File: src/logic/srq_pkg.sv
// ****************************************************************
// status reporting constants
// ****************************************************************
package srq_pkg;

  // register word offsets, byte addresses on the plain port
  localparam logic [7:0] SRQ_ADDR_CMD = 8'h00; // command strobes
  localparam logic [7:0] SRQ_ADDR_ESE = 8'h04; // event enable mask
  localparam logic [7:0] SRQ_ADDR_ESR = 8'h08; // event status
  localparam logic [7:0] SRQ_ADDR_SRE = 8'h0c; // status byte mask
  localparam logic [7:0] SRQ_ADDR_STB = 8'h10; // status byte
  localparam logic [7:0] SRQ_ADDR_OUTQ = 8'h14; // output queue pop
  localparam logic [7:0] SRQ_ADDR_IST = 8'h18; // irq status, w1c
  localparam logic [7:0] SRQ_ADDR_IMSK = 8'h1c; // irq mask
  localparam logic [7:0] SRQ_ADDR_BUSY = 8'h20; // flush in progress

  // command register bit positions
  localparam int SRQ_CMD_CLS = 0; // clear status
  localparam int SRQ_CMD_OPC = 1; // operation complete command
  localparam int SRQ_CMD_OPCQ = 2; // operation complete query

  // event status bit positions
  localparam int SRQ_ESR_OPC = 0;
  localparam int SRQ_ESR_UNUSED1 = 1;
  localparam int SRQ_ESR_QRY = 2;
  localparam int SRQ_ESR_DEV = 3;
  localparam int SRQ_ESR_EXE = 4;
  localparam int SRQ_ESR_CMD = 5;
  localparam int SRQ_ESR_UNUSED6 = 6;
  localparam int SRQ_ESR_PON = 7;

  // status byte bit positions
  localparam int SRQ_STB_MAV = 4; // reply waiting
  localparam int SRQ_STB_ESB = 5; // event summary
  localparam int SRQ_STB_RQS = 6; // request summary

  // irq status bit positions
  localparam int SRQ_IRQ_ESR = 0; // event status bit newly set
  localparam int SRQ_IRQ_REPLY = 1; // reply placed in queue
  localparam int SRQ_IRQ_FLUSHED = 2; // queue flush finished
  localparam int SRQ_IRQ_W = 3;

  // reset values
  localparam logic [7:0] SRQ_RST_ESR = 8'h80; // power-on bit set
  localparam logic [7:0] SRQ_RST_MASK = 8'h00; // all masks cleared
  localparam logic [7:0] SRQ_OPC_REPLY = 8'h01; // answer to query

  // timing
  localparam int SRQ_CLK_MHZ = 200;
  localparam int SRQ_FLUSH_TIME_MS = 300; // 0.3 s queue clear
  localparam int SRQ_FLUSH_CYC = SRQ_FLUSH_TIME_MS * 1000 * SRQ_CLK_MHZ;

  // queue flush state
  typedef enum logic [0:0] {
    SRQ_IDLE = 1'b0,
    SRQ_FLUSH = 1'b1
  } srq_mode_t;

endpackage

File: src/logic/srq_sticky.sv
`timescale 1ns/1ps
// ****************************************************************
// sticky bit register, set wins over clear
// ****************************************************************
module srq_sticky #(
  parameter int W = 8,
  parameter logic [W-1:0] RST = '0
) (
  input wire logic clk_i,
  input wire logic rst_b_i,
  input wire logic [W-1:0] set_i,
  input wire logic [W-1:0] clr_i,
  output logic [W-1:0] q_o
);

  // state of the register
  typedef struct packed {
    logic [W-1:0] val; // held bits
  } srq_stk_t;

  srq_stk_t st;
  srq_stk_t next_st;

  // clear first, then set so a same-cycle event survives
  always_comb begin
    next_st = st;
    next_st.val = (st.val & ~clr_i) | set_i;
  end

  // registered state
  always_ff @(posedge clk_i or negedge rst_b_i) begin
    if (!rst_b_i) begin
      st.val <= RST;
    end else begin
      st <= next_st;
    end
  end

  assign q_o = st.val;

endmodule

File: src/logic/srq_status.sv
`timescale 1ns/1ps
module srq_status
  import srq_pkg::*;
#(
  parameter int FLUSH_CYC = SRQ_FLUSH_CYC
) (
  input wire logic clk_i,
  input wire logic rst_b_i,
  input wire logic [7:0] addr_i,
  input wire logic [31:0] wdata_i,
  input wire logic wr_i,
  input wire logic rd_i,
  output logic [31:0] rdata_o,
  input wire logic pending_i,
  input wire logic err_query_i,
  input wire logic err_dev_i,
  input wire logic err_exec_i,
  input wire logic err_cmd_i,
  input wire logic [7:0] stb_aux_i,
  output logic srq_o,
  output logic irq_o
);

  // ****************************************************************
  // state
  // ****************************************************************
  localparam int CNT_W = $clog2(FLUSH_CYC + 1);
  localparam logic [CNT_W-1:0] FLUSH_LAST = CNT_W'(FLUSH_CYC - 1);

  typedef struct packed {
    logic [7:0] ese; // event enable mask
    logic [7:0] sre; // status byte mask
    logic [SRQ_IRQ_W-1:0] imask; // irq mask
    logic opc_arm; // waiting to set complete bit
    logic qry_arm; // waiting to queue the reply
    logic q_full; // output queue holds a reply
    logic [7:0] q_data; // queued reply
    srq_mode_t mode; // queue flush state
    logic [CNT_W-1:0] cnt; // flush cycle counter
    logic [7:0] rdata; // read data, one cycle late
    logic srq; // service request
    logic irq; // interrupt line
  } srq_state_t;

  srq_state_t st;
  srq_state_t next_st;

  logic wr_cmd; // command register written
  logic cls; // clear status strobe
  logic [7:0] esr; // event status value
  logic [7:0] esr_set; // event status set vector
  logic [7:0] esr_clr; // event status clear vector
  logic [7:0] stb; // assembled status byte
  logic srq_req; // any enabled status byte bit other than RQS
  logic opc_fire; // complete bit set this cycle
  logic push; // reply enters queue this cycle
  logic flush_done; // flush ends this cycle
  logic [SRQ_IRQ_W-1:0] ist; // irq status
  logic [SRQ_IRQ_W-1:0] ist_set; // irq events
  logic [SRQ_IRQ_W-1:0] ist_clr; // irq w1c clear

  // ****************************************************************
  // event and status assembly
  // ****************************************************************

  // decode of command strobes
  assign wr_cmd = wr_i && (addr_i == SRQ_ADDR_CMD);
  assign cls = wr_cmd && wdata_i[SRQ_CMD_CLS];

  // complete bit once every pending operation finished
  assign opc_fire = st.opc_arm && !pending_i;

  // reply only when idle, queue free and not flushing
  assign push = st.qry_arm && !pending_i && !st.q_full
    && (st.mode == SRQ_IDLE);

  assign flush_done = (st.mode == SRQ_FLUSH) && (st.cnt == '0);

  // event bits, unused positions never set
  always_comb begin
    esr_set = 8'h00;
    esr_set[SRQ_ESR_OPC] = opc_fire;
    esr_set[SRQ_ESR_QRY] = err_query_i;
    esr_set[SRQ_ESR_DEV] = err_dev_i;
    esr_set[SRQ_ESR_EXE] = err_exec_i;
    esr_set[SRQ_ESR_CMD] = err_cmd_i;
  end

  // clear status wipes every event bit not set again in the same cycle
  assign esr_clr = {8{cls}};

  srq_sticky #(
    .W(8),
    .RST(SRQ_RST_ESR)
  ) u_esr (
    .clk_i(clk_i),
    .rst_b_i(rst_b_i),
    .set_i(esr_set),
    .clr_i(esr_clr),
    .q_o(esr)
  );

  // status byte: aux bits, reply waiting, summary, request
  always_comb begin
    stb = stb_aux_i;
    stb[SRQ_STB_MAV] = st.q_full;
    stb[SRQ_STB_ESB] = |(esr & st.ese);
    stb[SRQ_STB_RQS] = st.srq;
  end

  // request while any enabled byte bit other than RQS is set
  always_comb begin
    srq_req = 1'b0;
    for (int i = 0; i < 8; i++) begin
      if (i != SRQ_STB_RQS) begin
        srq_req = srq_req | (stb[i] & st.sre[i]);
      end
    end
  end

  // ****************************************************************
  // interrupt status
  // ****************************************************************

  // events for software: new event bit, reply, flush end
  always_comb begin
    ist_set = '0;
    ist_set[SRQ_IRQ_ESR] = |(esr_set & ~esr);
    ist_set[SRQ_IRQ_REPLY] = push;
    ist_set[SRQ_IRQ_FLUSHED] = flush_done;
  end

  // write one to clear
  assign ist_clr = (wr_i && (addr_i == SRQ_ADDR_IST))
    ? wdata_i[SRQ_IRQ_W-1:0] : '0;

  srq_sticky #(
    .W(SRQ_IRQ_W),
    .RST('0)
  ) u_ist (
    .clk_i(clk_i),
    .rst_b_i(rst_b_i),
    .set_i(ist_set),
    .clr_i(ist_clr),
    .q_o(ist)
  );

  // ****************************************************************
  // next state
  // ****************************************************************
  always_comb begin
    next_st = st;
    next_st.rdata = 8'h00;
    next_st.srq = srq_req;
    next_st.irq = |(ist & st.imask);

    // mask writes
    if (wr_i) begin
      case (addr_i)
        SRQ_ADDR_ESE: begin
          next_st.ese = wdata_i[7:0];
        end
        SRQ_ADDR_SRE: begin
          next_st.sre = wdata_i[7:0];
        end
        SRQ_ADDR_IMSK: begin
          next_st.imask = wdata_i[SRQ_IRQ_W-1:0];
        end
        default: begin
          next_st.imask = st.imask;
        end
      endcase
    end

    // operation complete handling
    if (opc_fire) begin
      next_st.opc_arm = 1'b0;
    end
    if (push) begin
      next_st.qry_arm = 1'b0;
      next_st.q_full = 1'b1;
      next_st.q_data = SRQ_OPC_REPLY;
    end
    if (wr_cmd && wdata_i[SRQ_CMD_OPC]) begin
      next_st.opc_arm = 1'b1;
    end
    if (wr_cmd && wdata_i[SRQ_CMD_OPCQ]) begin
      next_st.qry_arm = 1'b1;
    end

    // reads, data stands one cycle later
    if (rd_i) begin
      case (addr_i)
        SRQ_ADDR_ESE: begin
          next_st.rdata = st.ese;
        end
        SRQ_ADDR_ESR: begin
          next_st.rdata = esr;
        end
        SRQ_ADDR_SRE: begin
          next_st.rdata = st.sre;
        end
        SRQ_ADDR_STB: begin
          next_st.rdata = stb;
        end
        SRQ_ADDR_OUTQ: begin
          // pop the reply, empty queue reads zero
          if (st.q_full && !push) begin
            next_st.rdata = st.q_data;
            next_st.q_full = 1'b0;
          end
        end
        SRQ_ADDR_IST: begin
          next_st.rdata = 8'(ist);
        end
        SRQ_ADDR_IMSK: begin
          next_st.rdata = 8'(st.imask);
        end
        SRQ_ADDR_BUSY: begin
          next_st.rdata = {7'h00, st.mode == SRQ_FLUSH};
        end
        default: begin
          next_st.rdata = 8'h00;
        end
      endcase
    end

    // queue flush timing
    case (st.mode)
      SRQ_IDLE: begin
        next_st.cnt = '0;
      end
      SRQ_FLUSH: begin
        next_st.q_full = 1'b0;
        if (st.cnt == '0) begin
          next_st.mode = SRQ_IDLE;
        end else begin
          next_st.cnt = st.cnt - 1'b1;
        end
      end
      default: begin
        next_st.mode = SRQ_IDLE;
      end
    endcase

    // clear status: queue emptied, waits reloaded from the same write, masks kept
    if (cls) begin
      next_st.q_full = 1'b0;
      next_st.mode = SRQ_FLUSH;
      next_st.cnt = FLUSH_LAST;
      next_st.opc_arm = wdata_i[SRQ_CMD_OPC];
      next_st.qry_arm = wdata_i[SRQ_CMD_OPCQ];
      next_st.ese = st.ese;
      next_st.sre = st.sre;
    end
  end

  // ****************************************************************
  // registers
  // ****************************************************************
  always_ff @(posedge clk_i or negedge rst_b_i) begin
    if (!rst_b_i) begin
      st.ese <= SRQ_RST_MASK;
      st.sre <= SRQ_RST_MASK;
      st.imask <= '0;
      st.opc_arm <= 1'b0;
      st.qry_arm <= 1'b0;
      st.q_full <= 1'b0;
      st.q_data <= 8'h00;
      st.mode <= SRQ_IDLE;
      st.cnt <= '0;
      st.rdata <= 8'h00;
      st.srq <= 1'b0;
      st.irq <= 1'b0;
    end else begin
      st <= next_st;
    end
  end

  assign rdata_o = {24'h000000, st.rdata};
  assign srq_o = st.srq;
  assign irq_o = st.irq;
endmodule

File: config.mk
export PLATFORM = sky130hd
export DESIGN_NAME = srq_status
export DESIGN_NICKNAME = d
export VERILOG_FILES = /design/src/logic/srq_pkg.sv /design/src/logic/srq_sticky.sv /design/src/logic/srq_status.sv
export SDC_FILE = /design/constraint.sdc
export NUM_CORES = 1
export LEC_CHECK = 0
export BUFFER_PORTS_ARGS = -buffer_cell sky130_fd_sc_hd__clkbuf_2
export CAP_MARGIN = 20
export CELL_PAD_IN_SITES_DETAIL_PLACEMENT = 1
export CELL_PAD_IN_SITES_GLOBAL_PLACEMENT = 1
export CORE_MARGIN = 8
export CORE_UTILIZATION = 41
export CTS_CLUSTER_SIZE = 10
export DETAILED_ROUTE_END_ITERATION = 12
export GPL_TIMING_DRIVEN = 0
export PLACE_DENSITY_LB_ADDON = 0.1
export SKIP_LAST_GASP = 1
export SLEW_MARGIN = 40
export SYNTH_ARGS = -nofsm -noshare
export SYNTH_HDL_FRONTEND = slang
export SYNTH_SLANG_ARGS = --single-unit
File: constraint.sdc
create_clock -name clk_i -period 2.5 [get_ports clk_i]
set_input_delay 0.25 -clock clk_i [delete_from_list [all_inputs] [get_ports clk_i]]
set_output_delay 0.25 -clock clk_i [all_outputs]
set_load 0.05 [all_outputs]
==> flow_results.org <==
** Outcome
- The flow ran to the end, and the final reports show no timing, DRC or antenna violations.

** Global route
- Wire length of the first global-routing pass :: 17200 µm
- The number of global-route vias before repair was 3228.
- Entering global routing, the biggest net connects 39 pins.
- Initial antenna violation count :: 0
- In the global route stage, overall resource usage came out at 17.1%.
- Global routing finished with a remaining overflow of 0.

** Min path
- In this run the worst hold path is classified as primary input to register.
- Min-delay src :: err_cmd_i

** Clocking
- Later-pin clock latency in the skew report :: 0.34 ns
- The number of clock buffers added by TritonCTS is 9.
- Clock tree synthesis found a total of 71 sinks.
- CTS tree :: done
- The tree is rooted in a sky130_fd_sc_hd__clkbuf_8.
- After clock tree synthesis, the clock-pin slew on the worst setup and hold paths is 0.08 ns.
- Htree depth :: 3
- The clock passes through at most 2 buffers.

** Setup path
- WS Path Type :: register to register
- Startpoint type of the worst setup path :: register
- Type of element capturing the critical path :: register
- Origin of the worst setup path :: st[10]
- Critical path peak fanout :: 10
- In this run the critical register-to-register path is launched from st[10].
- For the worst setup path, the data arrival time is 2.55 ns.
- For the worst setup path, the data required time is 2.70 ns.

** Power and ir drop
- In this run the power density over the cells is 647 nW/µm².
- Summed over all cells, the static leakage comes to 0.00207 µW.
- Total Power Consumption :: 2940 µW
- IR analysis of the VDD net gives a maximum drop of 0.281 mV.

** Finish
- For this run, the share of the core covered by cells in the final layout is 49.7%.
- Most common cell after layout, fill and taps aside :: sky130_fd_sc_hd__dfrtp_1
- Compared with the post-synthesis result, the final layout area differs by 19.2%.
- Most used cells in the layout excluding fill and tap cells :: 70 x sky130_fd_sc_hd__dfrtp_1, 37 x sky130_fd_sc_hd__clkbuf_2, 34 x sky130_fd_sc_hd__buf_4, 32 x sky130_fd_sc_hd__nand2_1, 24 x sky130_fd_sc_hd__conb_1
- Net count of the finished layout :: 513
- Ant. Diodes :: 0
- Layout cell share with drive strength beyond 1 :: 27.0%

** Detailed routing
- DRC violation count after routing :: 0
- Average vias per placed instance :: 5.36
- Across all layers, the routed design uses 3059 vias.
- Post-DR wirelength/cell :: 18.0 µm
- The first TritonRoute pass finished after 4 iterations.
- After the first detailed-routing iteration, the DRC count stood at 142.
- Aggregate routed wire length :: 10300 µm
- Number of routed nets with antenna violations :: 0

** Placed design
- The count of buffers added on input and output ports is 38.
- Worst slack after detailed placement :: 0.00971 ns
- Once detailed placement completed, the half-perimeter wirelength came to 7740 µm.
- The congestion estimate from routability-driven global placement came to 0.840.

** Synthesis
- Gate Count Post-Synth :: 379
- The Yosys step of the flow raised 0 warnings.
- After synthesis the cells add up to 3810 µm².
- Summing the sequential cell areas from Yosys gives 46.6% of the chip area.
- Yosys mapped a number of flops with a built-in enable equal to 0.
- Top flip-flop cell by instance count after synthesis :: sky130_fd_sc_hd__dfrtp_1
- After synthesis, the mean cell area works out to 10.1 µm².
- Post-synth cell types :: 55
- In the synthesized netlist the async set-or-reset flop fraction comes to 100%.
- Post-synthesis register bit count :: 71

** Timing
- Setup violations remaining at the end of the flow were counted as 0.
- At the pin with the least slew margin, the transition time is 0.625 ns.
- Max-slew headroom :: 58.0%
- Hold Slack :: 0.0901 ns
- Max Clock Skew :: 0.00902 ns
- Setup repair after global routing left no endpoint under its margin.
- Of the available clock period, the critical path in the final layout requires 94.1%.
- Min Tclk post-route :: 2.35 ns
- Timing would allow up to 425 MHz.
- The final count of pins violating max slew was 0.
- The final count of hold timing violations is 0.
- Setup TNS Final :: 0 ns
- Post-layout worst setup margin :: 0.148 ns

** Die
- Initial core utilization :: 41.7%
- The floorplan has 35 rows.
- Std-Cell Core Area :: 9150 µm²
- Number of top-level pins :: 91
- The die covers 12600 µm².
- Die Ht :: 112 µm
- In this run the horizontal extent of the chip is 112 µm.

** Run
- MaxCap Viol Count :: 0
[per-layer routing]
layer | vias up | track usage [%] | wire length, µm
li1 | 1473 | - | -
met1 | 1505 | 23.5 | 5150
met2 | 70 | 25.8 | 4510
met3 | 11 | 4.46 | 485
met4 | 0 | 5.04 | 127
met5 | - | 0 | 0
[synthesized netlist by cell type (8+ instances only)]
library cell,count,area share (%)
sky130_fd_sc_hd__dfrtp_1,70,46
sky130_fd_sc_hd__nor4_1,9,1.5
sky130_fd_sc_hd__nand2_1,33,3.2
sky130_fd_sc_hd__nand3_1,14,1.8
sky130_fd_sc_hd__o21ai_1,13,1.7
sky130_fd_sc_hd__buf_4,32,6.3
sky130_fd_sc_hd__mux2_1,8,2.4
sky130_fd_sc_hd__clkbuf_1,8,0.79
sky130_fd_sc_hd__nor3_1,12,1.6
sky130_fd_sc_hd__xnor2_1,13,3.0
sky130_fd_sc_hd__nor2_1,22,2.2
sky130_fd_sc_hd__mux2_2,16,4.7
sky130_fd_sc_hd__a21oi_1,12,1.6
sky130_fd_sc_hd__a22oi_1,17,3.3
sky130_fd_sc_hd__inv_1,10,0.98
[cells by family after synthesis]
logic type / count (synthesis) / synth area share, %
other: 1 / 0.0983
and+or+nand+nor: 145 / 21.7
DFF: 71 / 46.6
muxes: 25 / 7.35
adders and majority gates: 1 / 0.328
xor gates and xnor gates: 16 / 3.67
buffers and inverters: 54 / 8.86
AOI/OAI and AO/OA: 66 / 11.3
[through the flow]
| step | std cells | area (µm²) |
|---|---|---|
| 4_1_cts | 571 | 4540 |
| 5_1_grt | 571 | 4550 |
| 3_5_place_dp | 552 | 4270 |
| 3_3_place_gp | 551 | 4230 |
| 6_report | 571 | 4550 |
| 2_1_floorplan | 402 | 3900 |
[repair_timing]
action,CTS,global route
endpoints found under the hold margin,32,0
pin swaps,1,1
hold buffers,1,0
gates resized for setup,1,3
endpoints found under the setup margin,1,17
buffers inserted,2,0
[sequential cells by signal, indices dropped and copies added (netlist names)]
signal and count:
u_esr.q_o 8, srq_o 1, irq_o 1, rdata_o 8, u_ist.q_o 3, st 50
[critical path, stage by stage, from the launching register on]
cell                      delay [ns]
sky130_fd_sc_hd__dfrtp_1        0.41
sky130_fd_sc_hd__inv_1          0.10
sky130_fd_sc_hd__ha_2           0.24
sky130_fd_sc_hd__or4b_4         0.50
sky130_fd_sc_hd__nor4_4         0.23
sky130_fd_sc_hd__buf_4          0.18
sky130_fd_sc_hd__and2_1         0.18
sky130_fd_sc_hd__buf_8          0.16
sky130_fd_sc_hd__xnor2_1        0.12
sky130_fd_sc_hd__o21ai_1        0.07
[cell type report]
type / count / area [µm²]
sequential: 71 / 1780
timing repair buffer: 42 / 244
tap: 111 / 139
multi-input combinational: 277 / 1800
inverter: 10 / 37.5
fill: 1084 / 4610
clock inverter: 6 / 108
buffer: 44 / 303
clock buffer: 10 / 138
[worst paths after layout]
| check | endpoint | cells past startpoint | slack (ns) |
|---|---|---|---|
| hold / removal | u_esr.q_o[5] | 3 | 0.09 |
| min in group asynchronous | st[16] | 2 | 0.36 |
| max in group asynchronous | srq_o | 3 | 1.64 |
| setup / recovery | st[10] | 9 | 0.15 |
| setup reg to reg | st[10] | 9 | 0.15 |
| hold reg to reg | st[37] | 1 | 0.48 |
[power by group]
group / switching [µW] / internal (µW) / leakage [µW]
clock network: 454 / 687 / 0.000122
logic: 289 / 191 / 0.00107
registers: 93.7 / 1230 / 0.000877
total: 837 / 2110 / 0.00207
Power figures use the tool's default switching activity.
